### config.mk
export PLATFORM = sky130hd
export DESIGN_NAME = clk_irq_ctrl
export DESIGN_NICKNAME = d
export VERILOG_FILES = /design/src/logic/clk_irq_pkg.sv /design/src/logic/clk_irq_ctrl.sv /design/src/logic/evt_flag.sv
export SDC_FILE = /design/constraint.sdc
export NUM_CORES = 1
export LEC_CHECK = 0
export BUFFER_PORTS_ARGS = -buffer_cell sky130_fd_sc_hd__buf_2
export CAP_MARGIN = 10
export CORE_MARGIN = 2
export CORE_UTILIZATION = 25
export CTS_BUF_LIST = sky130_fd_sc_hd__clkbuf_8
export CTS_CLUSTER_SIZE = 8
export DETAILED_ROUTE_END_ITERATION = 10
export PLACE_DENSITY = 0.61
export SLEW_MARGIN = 25
export SYNTH_ARGS = -nofsm -noshare
export SYNTH_HDL_FRONTEND = slang
export SYNTH_SLANG_ARGS = --single-unit
### constraint.sdc
create_clock -name mclk -period 0.9 [get_ports mclk]
set_input_delay 0.18 -clock mclk [delete_from_list [all_inputs] [get_ports mclk]]
set_output_delay 0.18 -clock mclk [all_outputs]
set_load 0.03 [all_outputs]
### src/logic/clk_irq_pkg.sv
// package for the clock event interrupt register block
// assumes a single 32-bit register on a plain strobe port
package clk_irq_pkg;
	localparam logic [3:0] REG_ADDR = 4'h0;
	localparam int NUM_EVT = 8;
	// flag positions in the low byte
	localparam int F_RC40K = 0;
	localparam int F_SLOW_STB = 1;
	localparam int F_RC8M = 2;
	localparam int F_FAST_STB = 3;
	localparam int F_PLL_STB = 4;
	localparam int F_SLOW_MON = 5;
	localparam int F_PLL_MON = 6;
	localparam int F_FAST_STUCK = 7;
	// clear bits sit at flag position plus this
	localparam int CLR_BASE = 16;
	// enables sit at bits 14:8, same order as flags
	localparam int EN_BASE = 8;
	localparam int EN_LO_WRITABLE = 11;
	localparam int EN_HI_WRITABLE = 14;
	localparam logic [6:0] EN_RESET = 7'h00;
	localparam logic [7:0] FLAG_RESET = 8'h00;
endpackage : clk_irq_pkg

### src/logic/clk_irq_ctrl.sv
// clock event interrupt register: w1c clears, flags, enables, request
// assumes event inputs are synchronous one-cycle or level detect pulses
`timescale 1ns/100ps
module clk_irq_ctrl
(
	// clock and reset
	input wire logic mclk,
	input wire logic resetn,
	// register port
	input wire logic [3:0] addr,
	input wire logic [31:0] wdata,
	input wire logic wr,
	input wire logic rd,
	output logic [31:0] rdata,
	// events from oscillators and monitors
	input wire logic fast_crystal_stuck,
	input wire logic pll_stuck,
	input wire logic slow_crystal_stuck,
	input wire logic pll_stable,
	input wire logic fast_crystal_stable,
	input wire logic rc8mhz_stable,
	input wire logic slow_crystal_stable,
	input wire logic rc40khz_stable,
	// enables outside this block's bit range
	input wire logic rc8mhz_stable_irq_enable,
	input wire logic slow_crystal_stable_irq_enable,
	input wire logic rc40khz_stable_irq_enable,
	input wire logic fast_crystal_monitor_nmi_enable,
	// state out
	output logic [7:0] flags,
	output logic irq
);
	logic [7:0] flag_w;
	logic [7:0] set_w;
	logic [7:0] clr_w;
	logic [7:0] ev_w;
	logic [7:0] en_all;
	logic [3:0] en_q;
	logic [3:0] en_d;
	logic nmi_en_q;
	logic sel;
	logic wr_hit;
	logic [31:0] rd_word;
	logic irq_d;
	// software enables by name, bits 14:11
	logic pll_monitor_irq_enable;
	logic slow_crystal_monitor_irq_enable;
	logic pll_stable_irq_enable;
	logic fast_crystal_stable_irq_enable;
	// write-one-to-clear strobes by name, bits 23:16
	logic fast_crystal_stuck_clear;
	logic pll_monitor_clear;
	logic slow_crystal_monitor_clear;
	logic pll_stable_clear;
	logic fast_crystal_stable_clear;
	logic rc8mhz_stable_clear;
	logic slow_crystal_stable_clear;
	logic rc40khz_stable_clear;
	// rising edge of the nmi enable level
	logic nmi_rise;
	// sticky flags by name, bits 7:0
	logic fast_crystal_stuck_flag;
	logic pll_monitor_flag;
	logic slow_crystal_monitor_flag;
	logic pll_stable_flag;
	logic fast_crystal_stable_flag;
	logic rc8mhz_stable_flag;
	logic slow_crystal_stable_flag;
	logic rc40khz_stable_flag;
	// read word fields
	logic [7:0] rd_resv_hi;
	logic [7:0] rd_clear_bits;
	logic rd_resv_15;
	logic [2:0] rd_ext_en;

	// one clear strobe per bit; zeros written leave the flag alone
	function automatic logic w1c_hit(input logic hit,
		input logic [31:0] d, input int pos);
		w1c_hit = hit & d[clk_irq_pkg::CLR_BASE + pos];
	endfunction : w1c_hit

	// event gated by its enable; ungated events pass a constant 1
	function automatic logic gate_set(input logic ev, input logic en);
		gate_set = ev & en;
	endfunction : gate_set

	assign sel = (addr == clk_irq_pkg::REG_ADDR);
	assign wr_hit = wr & sel;

	// bits 31:24 and 15 are not stored; writes there are dropped
	assign en_d = wr_hit ? wdata[clk_irq_pkg::EN_HI_WRITABLE:
		clk_irq_pkg::EN_LO_WRITABLE] : en_q;

	always_ff @(posedge mclk or negedge resetn)
	begin
		if (!resetn)
		begin
			en_q <= clk_irq_pkg::EN_RESET[6:3];
			nmi_en_q <= 1'b0;
		end
		else
		begin
			en_q <= en_d;
			nmi_en_q <= fast_crystal_monitor_nmi_enable;
		end
	end

	// stored enables by name, in register order
	assign pll_monitor_irq_enable = en_q[3];
	assign slow_crystal_monitor_irq_enable = en_q[2];
	assign pll_stable_irq_enable = en_q[1];
	assign fast_crystal_stable_irq_enable = en_q[0];

	// enable per flag; stuck flag 7 has no own enable here
	assign en_all = {1'b1,
		pll_monitor_irq_enable,
		slow_crystal_monitor_irq_enable,
		pll_stable_irq_enable,
		fast_crystal_stable_irq_enable,
		rc8mhz_stable_irq_enable,
		slow_crystal_stable_irq_enable,
		rc40khz_stable_irq_enable};

	assign ev_w = {fast_crystal_stuck, pll_stuck, slow_crystal_stuck,
		pll_stable, fast_crystal_stable, rc8mhz_stable,
		slow_crystal_stable, rc40khz_stable};

	// monitor flags set on any stuck event, enable only masks irq
	assign set_w[clk_irq_pkg::F_FAST_STUCK] =
		gate_set(ev_w[clk_irq_pkg::F_FAST_STUCK], 1'b1);
	assign set_w[clk_irq_pkg::F_PLL_MON] =
		gate_set(ev_w[clk_irq_pkg::F_PLL_MON], 1'b1);
	assign set_w[clk_irq_pkg::F_SLOW_MON] =
		gate_set(ev_w[clk_irq_pkg::F_SLOW_MON], 1'b1);
	// stable flags only set while their enable is on
	assign set_w[clk_irq_pkg::F_PLL_STB] =
		gate_set(ev_w[clk_irq_pkg::F_PLL_STB],
		pll_stable_irq_enable);
	assign set_w[clk_irq_pkg::F_FAST_STB] =
		gate_set(ev_w[clk_irq_pkg::F_FAST_STB],
		fast_crystal_stable_irq_enable);
	assign set_w[clk_irq_pkg::F_RC8M] =
		gate_set(ev_w[clk_irq_pkg::F_RC8M], rc8mhz_stable_irq_enable);
	assign set_w[clk_irq_pkg::F_SLOW_STB] =
		gate_set(ev_w[clk_irq_pkg::F_SLOW_STB],
		slow_crystal_stable_irq_enable);
	assign set_w[clk_irq_pkg::F_RC40K] =
		gate_set(ev_w[clk_irq_pkg::F_RC40K], rc40khz_stable_irq_enable);

	// write-one-to-clear strobes
	assign fast_crystal_stuck_clear =
		w1c_hit(wr_hit, wdata, clk_irq_pkg::F_FAST_STUCK);
	assign pll_monitor_clear =
		w1c_hit(wr_hit, wdata, clk_irq_pkg::F_PLL_MON);
	assign slow_crystal_monitor_clear =
		w1c_hit(wr_hit, wdata, clk_irq_pkg::F_SLOW_MON);
	assign pll_stable_clear =
		w1c_hit(wr_hit, wdata, clk_irq_pkg::F_PLL_STB);
	assign fast_crystal_stable_clear =
		w1c_hit(wr_hit, wdata, clk_irq_pkg::F_FAST_STB);
	assign rc8mhz_stable_clear =
		w1c_hit(wr_hit, wdata, clk_irq_pkg::F_RC8M);
	assign slow_crystal_stable_clear =
		w1c_hit(wr_hit, wdata, clk_irq_pkg::F_SLOW_STB);
	assign rc40khz_stable_clear =
		w1c_hit(wr_hit, wdata, clk_irq_pkg::F_RC40K);

	// only the edge clears; a held nmi enable lets the flag set again
	assign nmi_rise = fast_crystal_monitor_nmi_enable & ~nmi_en_q;

	assign clr_w[clk_irq_pkg::F_FAST_STUCK] =
		fast_crystal_stuck_clear | nmi_rise;
	assign clr_w[clk_irq_pkg::F_PLL_MON] = pll_monitor_clear;
	assign clr_w[clk_irq_pkg::F_SLOW_MON] = slow_crystal_monitor_clear;
	assign clr_w[clk_irq_pkg::F_PLL_STB] = pll_stable_clear;
	assign clr_w[clk_irq_pkg::F_FAST_STB] = fast_crystal_stable_clear;
	assign clr_w[clk_irq_pkg::F_RC8M] = rc8mhz_stable_clear;
	assign clr_w[clk_irq_pkg::F_SLOW_STB] = slow_crystal_stable_clear;
	assign clr_w[clk_irq_pkg::F_RC40K] = rc40khz_stable_clear;

	// bit 7: stuck flag, also cleared on nmi enable rise
	evt_flag u_flag_fast_stuck
	(
		.mclk(mclk),
		.resetn(resetn),
		.set_i(set_w[clk_irq_pkg::F_FAST_STUCK]),
		.clr_i(clr_w[clk_irq_pkg::F_FAST_STUCK]),
		.flag_q(fast_crystal_stuck_flag)
	);

	// bit 6: pll monitor stuck
	evt_flag u_flag_pll_mon
	(
		.mclk(mclk),
		.resetn(resetn),
		.set_i(set_w[clk_irq_pkg::F_PLL_MON]),
		.clr_i(clr_w[clk_irq_pkg::F_PLL_MON]),
		.flag_q(pll_monitor_flag)
	);

	// bit 5: slow crystal monitor stuck
	evt_flag u_flag_slow_mon
	(
		.mclk(mclk),
		.resetn(resetn),
		.set_i(set_w[clk_irq_pkg::F_SLOW_MON]),
		.clr_i(clr_w[clk_irq_pkg::F_SLOW_MON]),
		.flag_q(slow_crystal_monitor_flag)
	);

	// bit 4: pll stable
	evt_flag u_flag_pll_stb
	(
		.mclk(mclk),
		.resetn(resetn),
		.set_i(set_w[clk_irq_pkg::F_PLL_STB]),
		.clr_i(clr_w[clk_irq_pkg::F_PLL_STB]),
		.flag_q(pll_stable_flag)
	);

	// bit 3: fast crystal stable
	evt_flag u_flag_fast_stb
	(
		.mclk(mclk),
		.resetn(resetn),
		.set_i(set_w[clk_irq_pkg::F_FAST_STB]),
		.clr_i(clr_w[clk_irq_pkg::F_FAST_STB]),
		.flag_q(fast_crystal_stable_flag)
	);

	// bit 2: 8 mhz rc stable
	evt_flag u_flag_rc8m
	(
		.mclk(mclk),
		.resetn(resetn),
		.set_i(set_w[clk_irq_pkg::F_RC8M]),
		.clr_i(clr_w[clk_irq_pkg::F_RC8M]),
		.flag_q(rc8mhz_stable_flag)
	);

	// bit 1: slow crystal stable
	evt_flag u_flag_slow_stb
	(
		.mclk(mclk),
		.resetn(resetn),
		.set_i(set_w[clk_irq_pkg::F_SLOW_STB]),
		.clr_i(clr_w[clk_irq_pkg::F_SLOW_STB]),
		.flag_q(slow_crystal_stable_flag)
	);

	// bit 0: 40 khz rc stable
	evt_flag u_flag_rc40k
	(
		.mclk(mclk),
		.resetn(resetn),
		.set_i(set_w[clk_irq_pkg::F_RC40K]),
		.clr_i(clr_w[clk_irq_pkg::F_RC40K]),
		.flag_q(rc40khz_stable_flag)
	);

	assign flag_w = {fast_crystal_stuck_flag,
		pll_monitor_flag,
		slow_crystal_monitor_flag,
		pll_stable_flag,
		fast_crystal_stable_flag,
		rc8mhz_stable_flag,
		slow_crystal_stable_flag,
		rc40khz_stable_flag};

	// reserved and clear bits are not stored and read as zero
	assign rd_resv_hi = 8'h00;
	assign rd_clear_bits = 8'h00;
	assign rd_resv_15 = 1'b0;
	// enables 10:8 live outside; shown here so software sees one word
	assign rd_ext_en = {rc8mhz_stable_irq_enable,
		slow_crystal_stable_irq_enable,
		rc40khz_stable_irq_enable};

	assign rd_word = {rd_resv_hi, rd_clear_bits, rd_resv_15, en_q,
		rd_ext_en, flag_w};

	// the stuck flag normally routes to nmi, kept in the request too
	assign irq_d = |(flag_w & en_all);

	// read data stands one cycle only; idle bus reads zero
	always_ff @(posedge mclk or negedge resetn)
	begin
		if (!resetn)
			rdata <= 32'h0000_0000;
		else
			rdata <= (rd & sel) ? rd_word : 32'h0000_0000;
	end

	// flag copy lags the flag state by one cycle
	always_ff @(posedge mclk or negedge resetn)
	begin
		if (!resetn)
			flags <= clk_irq_pkg::FLAG_RESET;
		else
			flags <= flag_w;
	end

	// registered request keeps the output glitch free
	always_ff @(posedge mclk or negedge resetn)
	begin
		if (!resetn)
			irq <= 1'b0;
		else
			irq <= irq_d;
	end
endmodule : clk_irq_ctrl

### src/logic/evt_flag.sv
// one sticky event flag with write-one-to-clear
// assumes set and clear are synchronous to mclk
`timescale 1ns/100ps
module evt_flag
(
	// clock and reset
	input wire logic mclk,
	input wire logic resetn,
	// control
	input wire logic set_i,
	input wire logic clr_i,
	// state
	output logic flag_q
);
	logic flag_d;

	// set wins over a clear in the same cycle, so no event is lost
	assign flag_d = set_i | (flag_q & ~clr_i);

	always_ff @(posedge mclk or negedge resetn)
	begin
		if (!resetn)
			flag_q <= 1'b0;
		else
			flag_q <= flag_d;
	end
endmodule : evt_flag

# Yosys cells after proc, flatten, opt, wreduce, memory -nomap -nowiden
# Index checks and enable logic that the tools add are counted.
dict set report op_classes {
  addsub 0
  n_mul 0
  div_mod_pow 0
  order_cmp 0
  n_eq_ne 0
  n_shift 0
  n_mux 1
  bitwise 43
  n_reduce_logical 2
}
# cell n
set ops {}
lappend ops {{$and A1 B1 Y1} 24}
lappend ops {{$mux W15} 1}
lappend ops {{$not A1 Y1} 9}
lappend ops {{$or A1 B1 Y1} 9}
lappend ops {{$and A8 B8 Y8} 1}
lappend ops {{$reduce_or A8 Y1} 1}
lappend ops {{$logic_not A4 Y1} 1}
dict set report totals {
  ff_bits 54
  latch_bits 0
  ramBits 0
  romBits 0
  input_bits 52
  out_inout_bits 41
  wordCells 59
  memories 0
}

# Depth between registers and ports, before layout
# Gate-level depths: netlist of run 1.
dict set report logic_depth {
  word_depth 7
  mapped_depth 4
  ltp_nobuf 3
}

# By module
# From an unflattened synthesis of run 1, not the netlist that was laid out.
dict set report unflattened {
  hier_cells 115
  area_unflattened_um2 1467.7
}
# module instances cells_each area_each_um2
set modules_own_cells {}
lappend modules_own_cells {clk_irq_ctrl 1 91 1177.4}
lappend modules_own_cells {evt_flag 8 3 36.3}

# Least setup slack after synthesis of run 1
# Ideal clock, no wire load.
dict set report synth_timing {
  kind {input to register}
  startpoint {input addr[1]}
  endpoint {register en_q[0]}
  setup_time_ps 125
  arrival_ps 975
  required_ps 775
  setup_slack_ps -199
  path_stages 3
  path_cell_list {nor4_4 -> nand2_1 -> mux2_2}
}
dict set report synth_between {
  elab_chain_len 2
}
# element line_no
set synth_lines {}
lappend synth_lines {{start: declaration} clk_irq_ctrl.sv:10} ;# input wire logic [3:0] addr,
lappend synth_lines {{$logic_not A4 Y1} clk_irq_ctrl.sv:87} ;# assign sel = (addr == clk_irq_pkg::REG_ADDR);
lappend synth_lines {{$and A1 B1 Y1} clk_irq_ctrl.sv:88} ;# assign wr_hit = wr & sel;
lappend synth_lines {{end signal: assignment} clk_irq_ctrl.sv:98} ;# en_q <= clk_irq_pkg::EN_RESET[6:3];
lappend synth_lines {{end signal: assignment} clk_irq_ctrl.sv:103} ;# en_q <= en_d;
lappend synth_lines {{end: declaration} clk_irq_ctrl.sv:38} ;# logic [3:0] en_q;
# Every way passes these cells.
# A chain may end at the register's enable or synchronous reset.

# Final worst setup path of run 1
dict set report layout_timing {
  startpoint {register u_flag_rc40k.flag_q}
  endpoint {register irq}
}
dict set report layout_between {
  elab_chain_len 2
}
# element line_no
set layout_lines {}
lappend layout_lines {{start: declaration} evt_flag.sv:13} ;# output logic flag_q
lappend layout_lines {{start signal: assignment} evt_flag.sv:25} ;# flag_q <= flag_d;
lappend layout_lines {{$and A8 B8 Y8} clk_irq_ctrl.sv:283} ;# assign irq_d = |(flag_w & en_all);
lappend layout_lines {{$reduce_or A8 Y1} clk_irq_ctrl.sv:283}
lappend layout_lines {{named net irq_d} clk_irq_ctrl.sv:44} ;# logic irq_d;
lappend layout_lines {{end signal: assignment} clk_irq_ctrl.sv:309} ;# irq <= irq_d;
lappend layout_lines {{end: declaration} clk_irq_ctrl.sv:31} ;# output logic irq
# The timed path passes the listed nets, and every way through them passes these cells.

==> impl_metrics.py, run 1 <==
metrics = {
    "outcome": {
        "status": "complete, but fails checks",
        "violations": "setup timing",
    },
    "cells_and_area": {
        "area_growth_pct": 52.4,
        "fillers": 525,
        "fin_cells": 245,
        "nNetsFinal": 225,
        "drive_gt1_share_pct": 53.2,
        "fin_util_pct": 38.9,
        "n_antenna_cell": 0,
        "seq_area_um2": 926,
        "multi_input_comb_area_um2": 439,
    },
    "route": {
        "drt_iter0_drc": 37,
        "vias_per_cell": 3.96,
        "wl_um": 2920,
        "drc": 0,
        "num_vias": 970,
        "routedWlPerCell_um": 11.9,
        "ant_nets": 0,
        "dr.pass1.iters": 4,
    },
    "yosys": {
        "synth_top_area_share_pct": 66.6,
        "synth-adder-area-share_pct": 0,
        "ys_types": 17,
        "ys_ff_latch": 37,
        "synth_xor_area_share_pct": 0,
        "synth_compound_area_share_pct": 7.02,
        "synth_top_family_by_area": "simple AND/OR/NAND/NOR gates",
        "synth_area_mm2": 0.00139,
        "synthTopCellsByArea": "dfrtp_1 (67%), buf_4 (9.7%), and3_1 (6.8%)",
        "ys_top_cells_by_count": "dfrtp_1 (37), buf_4 (18), and3_1 (15), nand3_1 (9), a22o_1 (6)",
        "synth_ff_type": "dfrtp_1",
        "async_reset_ff_share_pct": 100,
        "synth_edf_count": 0,
        "synth_seq_area_share_pct": 66.6,
        "syn-instance-count": 102,
        "synth-simple-area-share_pct": 12.2,
        "synthMuxAreaShare_pct": 3.24,
        "yosys_warnings": 0,
        "yosys.area.top_type": "dfrtp_1",
        "avgSynthCellArea_um2": 13.6,
        "synth_most_common_cell": "dfrtp_1",
    },
    "place": {
        "portBuffers": 55,
        "place_congestion": 0.751,
        "place_ws_ns": -0.378,
        "dpl.cell_count": 233,
        "dp_hpwl_um": 2130,
    },
    "clock_network": {
        "clk_path_buf_depth": 2,
        "clk_latency_ns": 0.27,
        "cts.htree.levels": 2,
        "path_clk_slew_ns": 0.07,
        "cts_buffers": 5,
        "cts-root-buf": "clkbuf_8",
        "cts_tree": "done",
        "clock-sinks": 37,
    },
    "timing": {
        "post-route-min-period_ns": 1.00,
        "finalSetupViolCount": 41,
        "clock_skew_ns": 0.00517,
        "finalCritPeriodShare_pct": 112,
        "rsz0062_at_grt": "yes",
        "slew_violations": 0,
        "fmax_mhz": 996,
        "fin_ws_ns": -0.104,
        "finalHoldViolCount": 0,
    },
    "die": {
        "dieArea_mm2": 0.00617,
        "io_pins": 93,
        "die_h_um": 78.6,
        "start_util_pct": 25.6,
        "rows": 27,
        "dieWidth_um": 78.6,
        "core_area_mm2": 0.00544,
    },
    "setup_path": {
        "path_delay_family": "compound AO/OA/AOI/OAI gates",
        "start_kind": "flip-flop",
        "worstReg2RegStart": "u_flag_rc40k.flag_q",
        "r2r_end": "irq",
        "cp_max_fo": 2,
        "cp.arrival_ns": 1.16,
        "max_stage_delay_ns": 0.38,
        "end_kind": "flip-flop",
        "critPathBufInv": 0,
        "cp_cell_sequence": "a22o_1 -> a221oi_2 -> nand3_1",
        "rrSetupSlack_ns": -0.10,
        "critical_path_class": "reg2reg",
        "crit_required_ns": 1.05,
        "crit_slowest_cell": "dfrtp_1",
        "ff2ff_path_depth": 3,
    },
    "worst_hold_path": {
        "hold_path_depth": 1,
        "min-delay-start": "fast_crystal_monitor_nmi_enable",
        "hold_path.class": "in2reg",
        "worstHoldEndpoint": "nmi_en_q",
    },
    "power": {
        "p_sw_share_pct": 25.2,
        "cellLeakagePower_nw": 1.04,
        "p_sw_uw": 871,
        "seq_power_share_pct": 52.6,
        "finalPower_mw": 3.46,
        "p_int_mw": 2.59,
        "p_per_area_mw_per_mm2": 1630,
        "max-vdd-ir-drop_v": 0.000550,
        "pwr-share-comb_pct": 15.6,
        "clkPwrFrac_pct": 31.8,
    },
    "global_routing": {
        "track_usage_pct": 10.0,
        "grt_pass1_vias": 963,
        "grt_max_degree": 38,
        "grt_overflow": 0,
        "antenna_found_initial": 0,
        "grt_pass1_wl_um": 4600,
    },
    "flow_run": {
        "maxCapViolations": 0,
    },
}
==> power by group through the flow <==
| stage | clock [mW] | combinational [mW] | sequential (mW) |
|---|---|---|---|
| after floorplan | 0 | 0.258 | 1.89 |
| after global placement | 0 | 0.467 | 1.84 |
| after detailed placement | 0 | 0.473 | 1.84 |
| after CTS | 1.15 | 0.534 | 1.82 |
| after global routing | 1.26 | 0.577 | 1.83 |
| final | 1.10 | 0.538 | 1.82 |
==> flip-flops by register name (all words and copies together) (netlist names) <==
name / cells
u_flag_rc40k.flag_q: 1
u_flag_slow_mon.flag_q: 1
u_flag_pll_mon.flag_q: 1
flags: 8
nmi_en_q: 1
rdata: 15
u_flag_rc8m.flag_q: 1
u_flag_fast_stb.flag_q: 1
u_flag_fast_stuck.flag_q: 1
en_q: 4
u_flag_slow_stb.flag_q: 1
irq: 1
u_flag_pll_stb.flag_q: 1
==> logic make-up after synthesis <==
logic type	Yosys count
flops	37
compound gates	12
buf+inv	21
other cells	1
simple gates	27
mux	4
==> stage by stage <==
stage	TNS [ns]	instance area (um^2)	hold slack, ns
CTS	-2.28	2070	0.0135
floorplan	-3.03	1460	-0.116
global route	-3.82	2120	0.0113
detailed placement	-7.14	1760	0.159
finish	-2.12	2120	0.0246
global placement	-6.99	1760	0.159
==> layer usage <==
metal	up-vias	routed length (um)	global-route usage (%)
li1	465	-	-
met2	43	1470	15.6
met3	2	214	2.87
met4	0	34	6.84
met1	460	1200	12.0
met5	-	0	0
==> area by class of cell <==
cell class / count / share of cell area (%)
well taps: 72 / 4.25
clock inverters: 1 / 0.177
multi-input cells: 60 / 20.7
repair buffers: 69 / 27.2
clock buffers: 6 / 3.90
flip-flops and latches: 37 / 43.7
==> cells in the final DEF (no fill, tap or decap) <==
master	netlist	final
inv_1	0	1
and3_4	0	3
nand2_2	0	1
dfrtp_1	37	37
nand3_1	9	2
dlygate4sd3_1	0	1
a22oi_1	1	1
nor4_4	1	1
and3_1	15	12
conb_1	1	17
a31o_2	1	1
a221oi_2	0	1
buf_2	1	29
mux2_2	4	3
buf_12	0	1
nand2b_1	1	1
nand3_2	0	7
mux2_4	0	1
buf_6	0	31
a21oi_1	1	1
a22o_1	6	6
a21o_1	2	2
buf_4	18	7
clkbuf_8	0	6
==> worst max path at each step <==
stage | startpoint | end | slack, ns | depth (start not counted)
final | u_flag_rc40k.flag_q | irq | -0.10 | 3
after global routing | u_flag_rc40k.flag_q | irq | -0.15 | 3
after CTS | u_flag_rc40k.flag_q | irq | -0.13 | 3
after detailed placement | addr[1] | u_flag_fast_stuck.flag_q | -0.38 | 5
after global placement | addr[1] | u_flag_fast_stuck.flag_q | -0.36 | 5
after floorplan | addr[1] | en_q[0] | -0.20 | 3
==> what timing repair did <==
action / 4_1_cts / 5_1_grt
buffers inserted: 4 / 0
pin swaps: 5 / 5
setup endpoints to repair: 37 / 48
hold endpoints to repair: 37 / 0
hold buffers: 1 / 0
gates resized for setup: 55 / 11
(Power assumes the default switching activity.)
==> run 2, diff against run 1 <==
PLACE_DENSITY = unset   (was 0.61)
==> run 2 against run 1 <==
Against the previous run:
- the flow still finishes with violations (setup timing)
- non-clock buffer count increased by 3
- fmax shrank 0.21%
- die area did not move
- critical path depth did not move
- wire length is 5.1% higher
- total power is essentially flat
- via count up 2.6%
- design area increased by 1.1%
- combinational power up 1%
- setup slack got worse by 0.0021 ns
- hold slack worse by 0.012 ns
- largest cell class unchanged
==> impl_metrics.py, run 2 (same netlist as run 1, synthesis figures left out) <==
metrics = {
    "place": {
        "place_ws_ns": -0.373,
        "portBuffers": 55,
        "dp_hpwl_um": 2190,
        "place_congestion": 0.754,
    },
    "timing": {
        "finalHoldViolCount": 0,
        "clock_skew_ns": 0.0109,
        "finalCritPeriodShare_pct": 112,
        "post-route-min-period_ns": 1.01,
        "rsz0062_at_grt": "yes",
        "slew_violations": 0,
        "whs_ns": 0.0130,
        "finalSetupViolCount": 28,
        "fmax_mhz": 993,
        "fin_ws_ns": -0.107,
    },
    "route": {
        "drt_iter0_drc": 27,
        "routedWlPerCell_um": 12.3,
        "ant_nets": 0,
        "dr.pass1.iters": 4,
        "vias_per_cell": 4.00,
        "wl_um": 3060,
        "drc": 0,
        "num_vias": 995,
    },
    "global_routing": {
        "grt_overflow": 0,
        "grt_pass1_wl_um": 4520,
        "grt_pass1_vias": 986,
        "grt_max_degree": 38,
        "antenna_found_initial": 0,
        "track_usage_pct": 10.0,
    },
    "setup_path": {
        "ff2ff_path_depth": 3,
        "critPathBufInv": 0,
        "max_stage_delay_ns": 0.39,
        "crit_slowest_cell": "dfrtp_1",
        "worstReg2RegStart": "u_flag_rc40k.flag_q",
        "rrSetupSlack_ns": -0.11,
        "critical_path_class": "reg2reg",
        "r2r_end": "irq",
        "cp_cell_sequence": "a22o_1 -> a221oi_2 -> nand3_1",
        "path_depth": 3,
        "end_kind": "flip-flop",
        "crit_required_ns": 1.06,
        "cp_max_fo": 2,
        "cp.arrival_ns": 1.17,
        "start_kind": "flip-flop",
        "path_delay_family": "compound AO/OA/AOI/OAI gates",
    },
    "clock_network": {
        "cts.htree.levels": 2,
        "clk_latency_ns": 0.28,
        "clock-sinks": 37,
        "cts-root-buf": "clkbuf_8",
        "cts_tree": "done",
        "clk_path_buf_depth": 2,
        "cts_buffers": 5,
        "path_clk_slew_ns": 0.08,
    },
    "worst_hold_path": {
        "hold_path_depth": 1,
        "hold_path.class": "in2reg",
        "min-delay-start": "fast_crystal_monitor_nmi_enable",
        "worstHoldEndpoint": "nmi_en_q",
    },
    "cells_and_area": {
        "drive_gt1_share_pct": 54.2,
        "final_cell_mix": "dfrtp_1 (37), buf_6 (32), buf_2 (29), conb_1 (17), and3_1 (14)",
        "reg.largest.list": "rdata (15), flags (8), en_q (4)",
        "seq_area_um2": 926,
        "largest_register_ffs": 15,
        "multi_input_comb_area_um2": 435,
        "nNetsFinal": 228,
        "top_register": "rdata",
        "fillers": 520,
        "final_common_cell": "dfrtp_1",
        "n_antenna_cell": 0,
        "area_growth_pct": 54.0,
    },
    "die": {
        "start_util_pct": 25.6,
        "core_area_mm2": 0.00544,
        "io_pins": 93,
        "die_h_um": 78.6,
        "rows": 27,
        "dieWidth_um": 78.6,
        "dieArea_mm2": 0.00617,
    },
    "power": {
        "cellLeakagePower_nw": 1.06,
        "p_per_area_mw_per_mm2": 1620,
        "p_sw_share_pct": 26.9,
        "max-vdd-ir-drop_v": 0.000538,
        "p_sw_uw": 930,
        "seq_power_share_pct": 52.6,
        "clkPwrFrac_pct": 31.6,
        "pwr-share-comb_pct": 15.7,
        "p_int_mw": 2.53,
    },
    "outcome": {
        "status": "complete, but fails checks",
        "violations": "setup timing",
    },
    "flow_run": {
        "maxCapViolations": 0,
    },
}
run 2: area by class of cell:
type | count | area share (%)
timing repair buffer | 72 | 28.2
sequential | 37 | 43.2
clock inverter | 3 | 0.818
tap | 72 | 4.21
multi-input combinational | 60 | 20.3
clock buffer | 5 | 3.21
run 2: power by group through the flow:
stage               combinational [mW]  sequential [mW]  clock (mW)
global placement                 0.467             1.84           0
detailed placement               0.474             1.84           0
global route                     0.587             1.83        1.20
CTS                              0.530             1.82        1.14
finish                           0.544             1.82        1.09
floorplan                        0.258             1.89           0
run 2: worst max path at each step:
stage	start	endpoint	slack, ns
floorplan	addr[1]	en_q[0]	-0.20
global placement	addr[1]	u_flag_fast_stuck.flag_q	-0.36
detailed placement	addr[1]	u_flag_fast_stuck.flag_q	-0.37
CTS	u_flag_rc40k.flag_q	irq	-0.12
global route	u_flag_rc40k.flag_q	irq	-0.15
finish	u_flag_rc40k.flag_q	irq	-0.11
run 2: timing repair:
action	4_1_cts	5_1_grt
gates cloned	0	1
setup buffers	5	1
pin swaps	5	8
hold buffers	1	0
endpoints found under the setup margin	35	47
hold endpoints to repair	37	0
resized for setup	55	12
run 2: worst register-to-register path: cells and delay by family (launching register included):
| family | cells | cell delay, ns |
|---|---|---|
| AO/OA/AOI/OAI | 2 | 0.41 |
| flip-flops | 1 | 0.39 |
| AND/OR/NAND/NOR | 1 | 0.10 |
run 2: stage by stage:
stage | setup TNS, ns | cells | total power, mW | cell area [um^2] | util, %
3_5_place_dp | -7.01 | 233 | 2.31 | 1760 | 32.3
6_report | -1.85 | 249 | 3.46 | 2140 | 39.4
4_1_cts | -2.21 | 247 | 3.49 | 2080 | 38.2
2_1_floorplan | -3.03 | 118 | 2.15 | 1460 | -
5_1_grt | -2.68 | 249 | 3.62 | 2140 | 39.4
3_3_place_gp | -6.83 | 233 | 2.31 | 1760 | 32.3
run 2: layer usage:
metal / track usage [%] / share of wire (%) / up-vias
met5: 0 / 0 / -
met4: 7.89 / 3.2 / 0
met3: 4.14 / 9.3 / 7
met2: 15.8 / 48 / 49
met1: 10.5 / 40 / 471
li1: - / - / 468
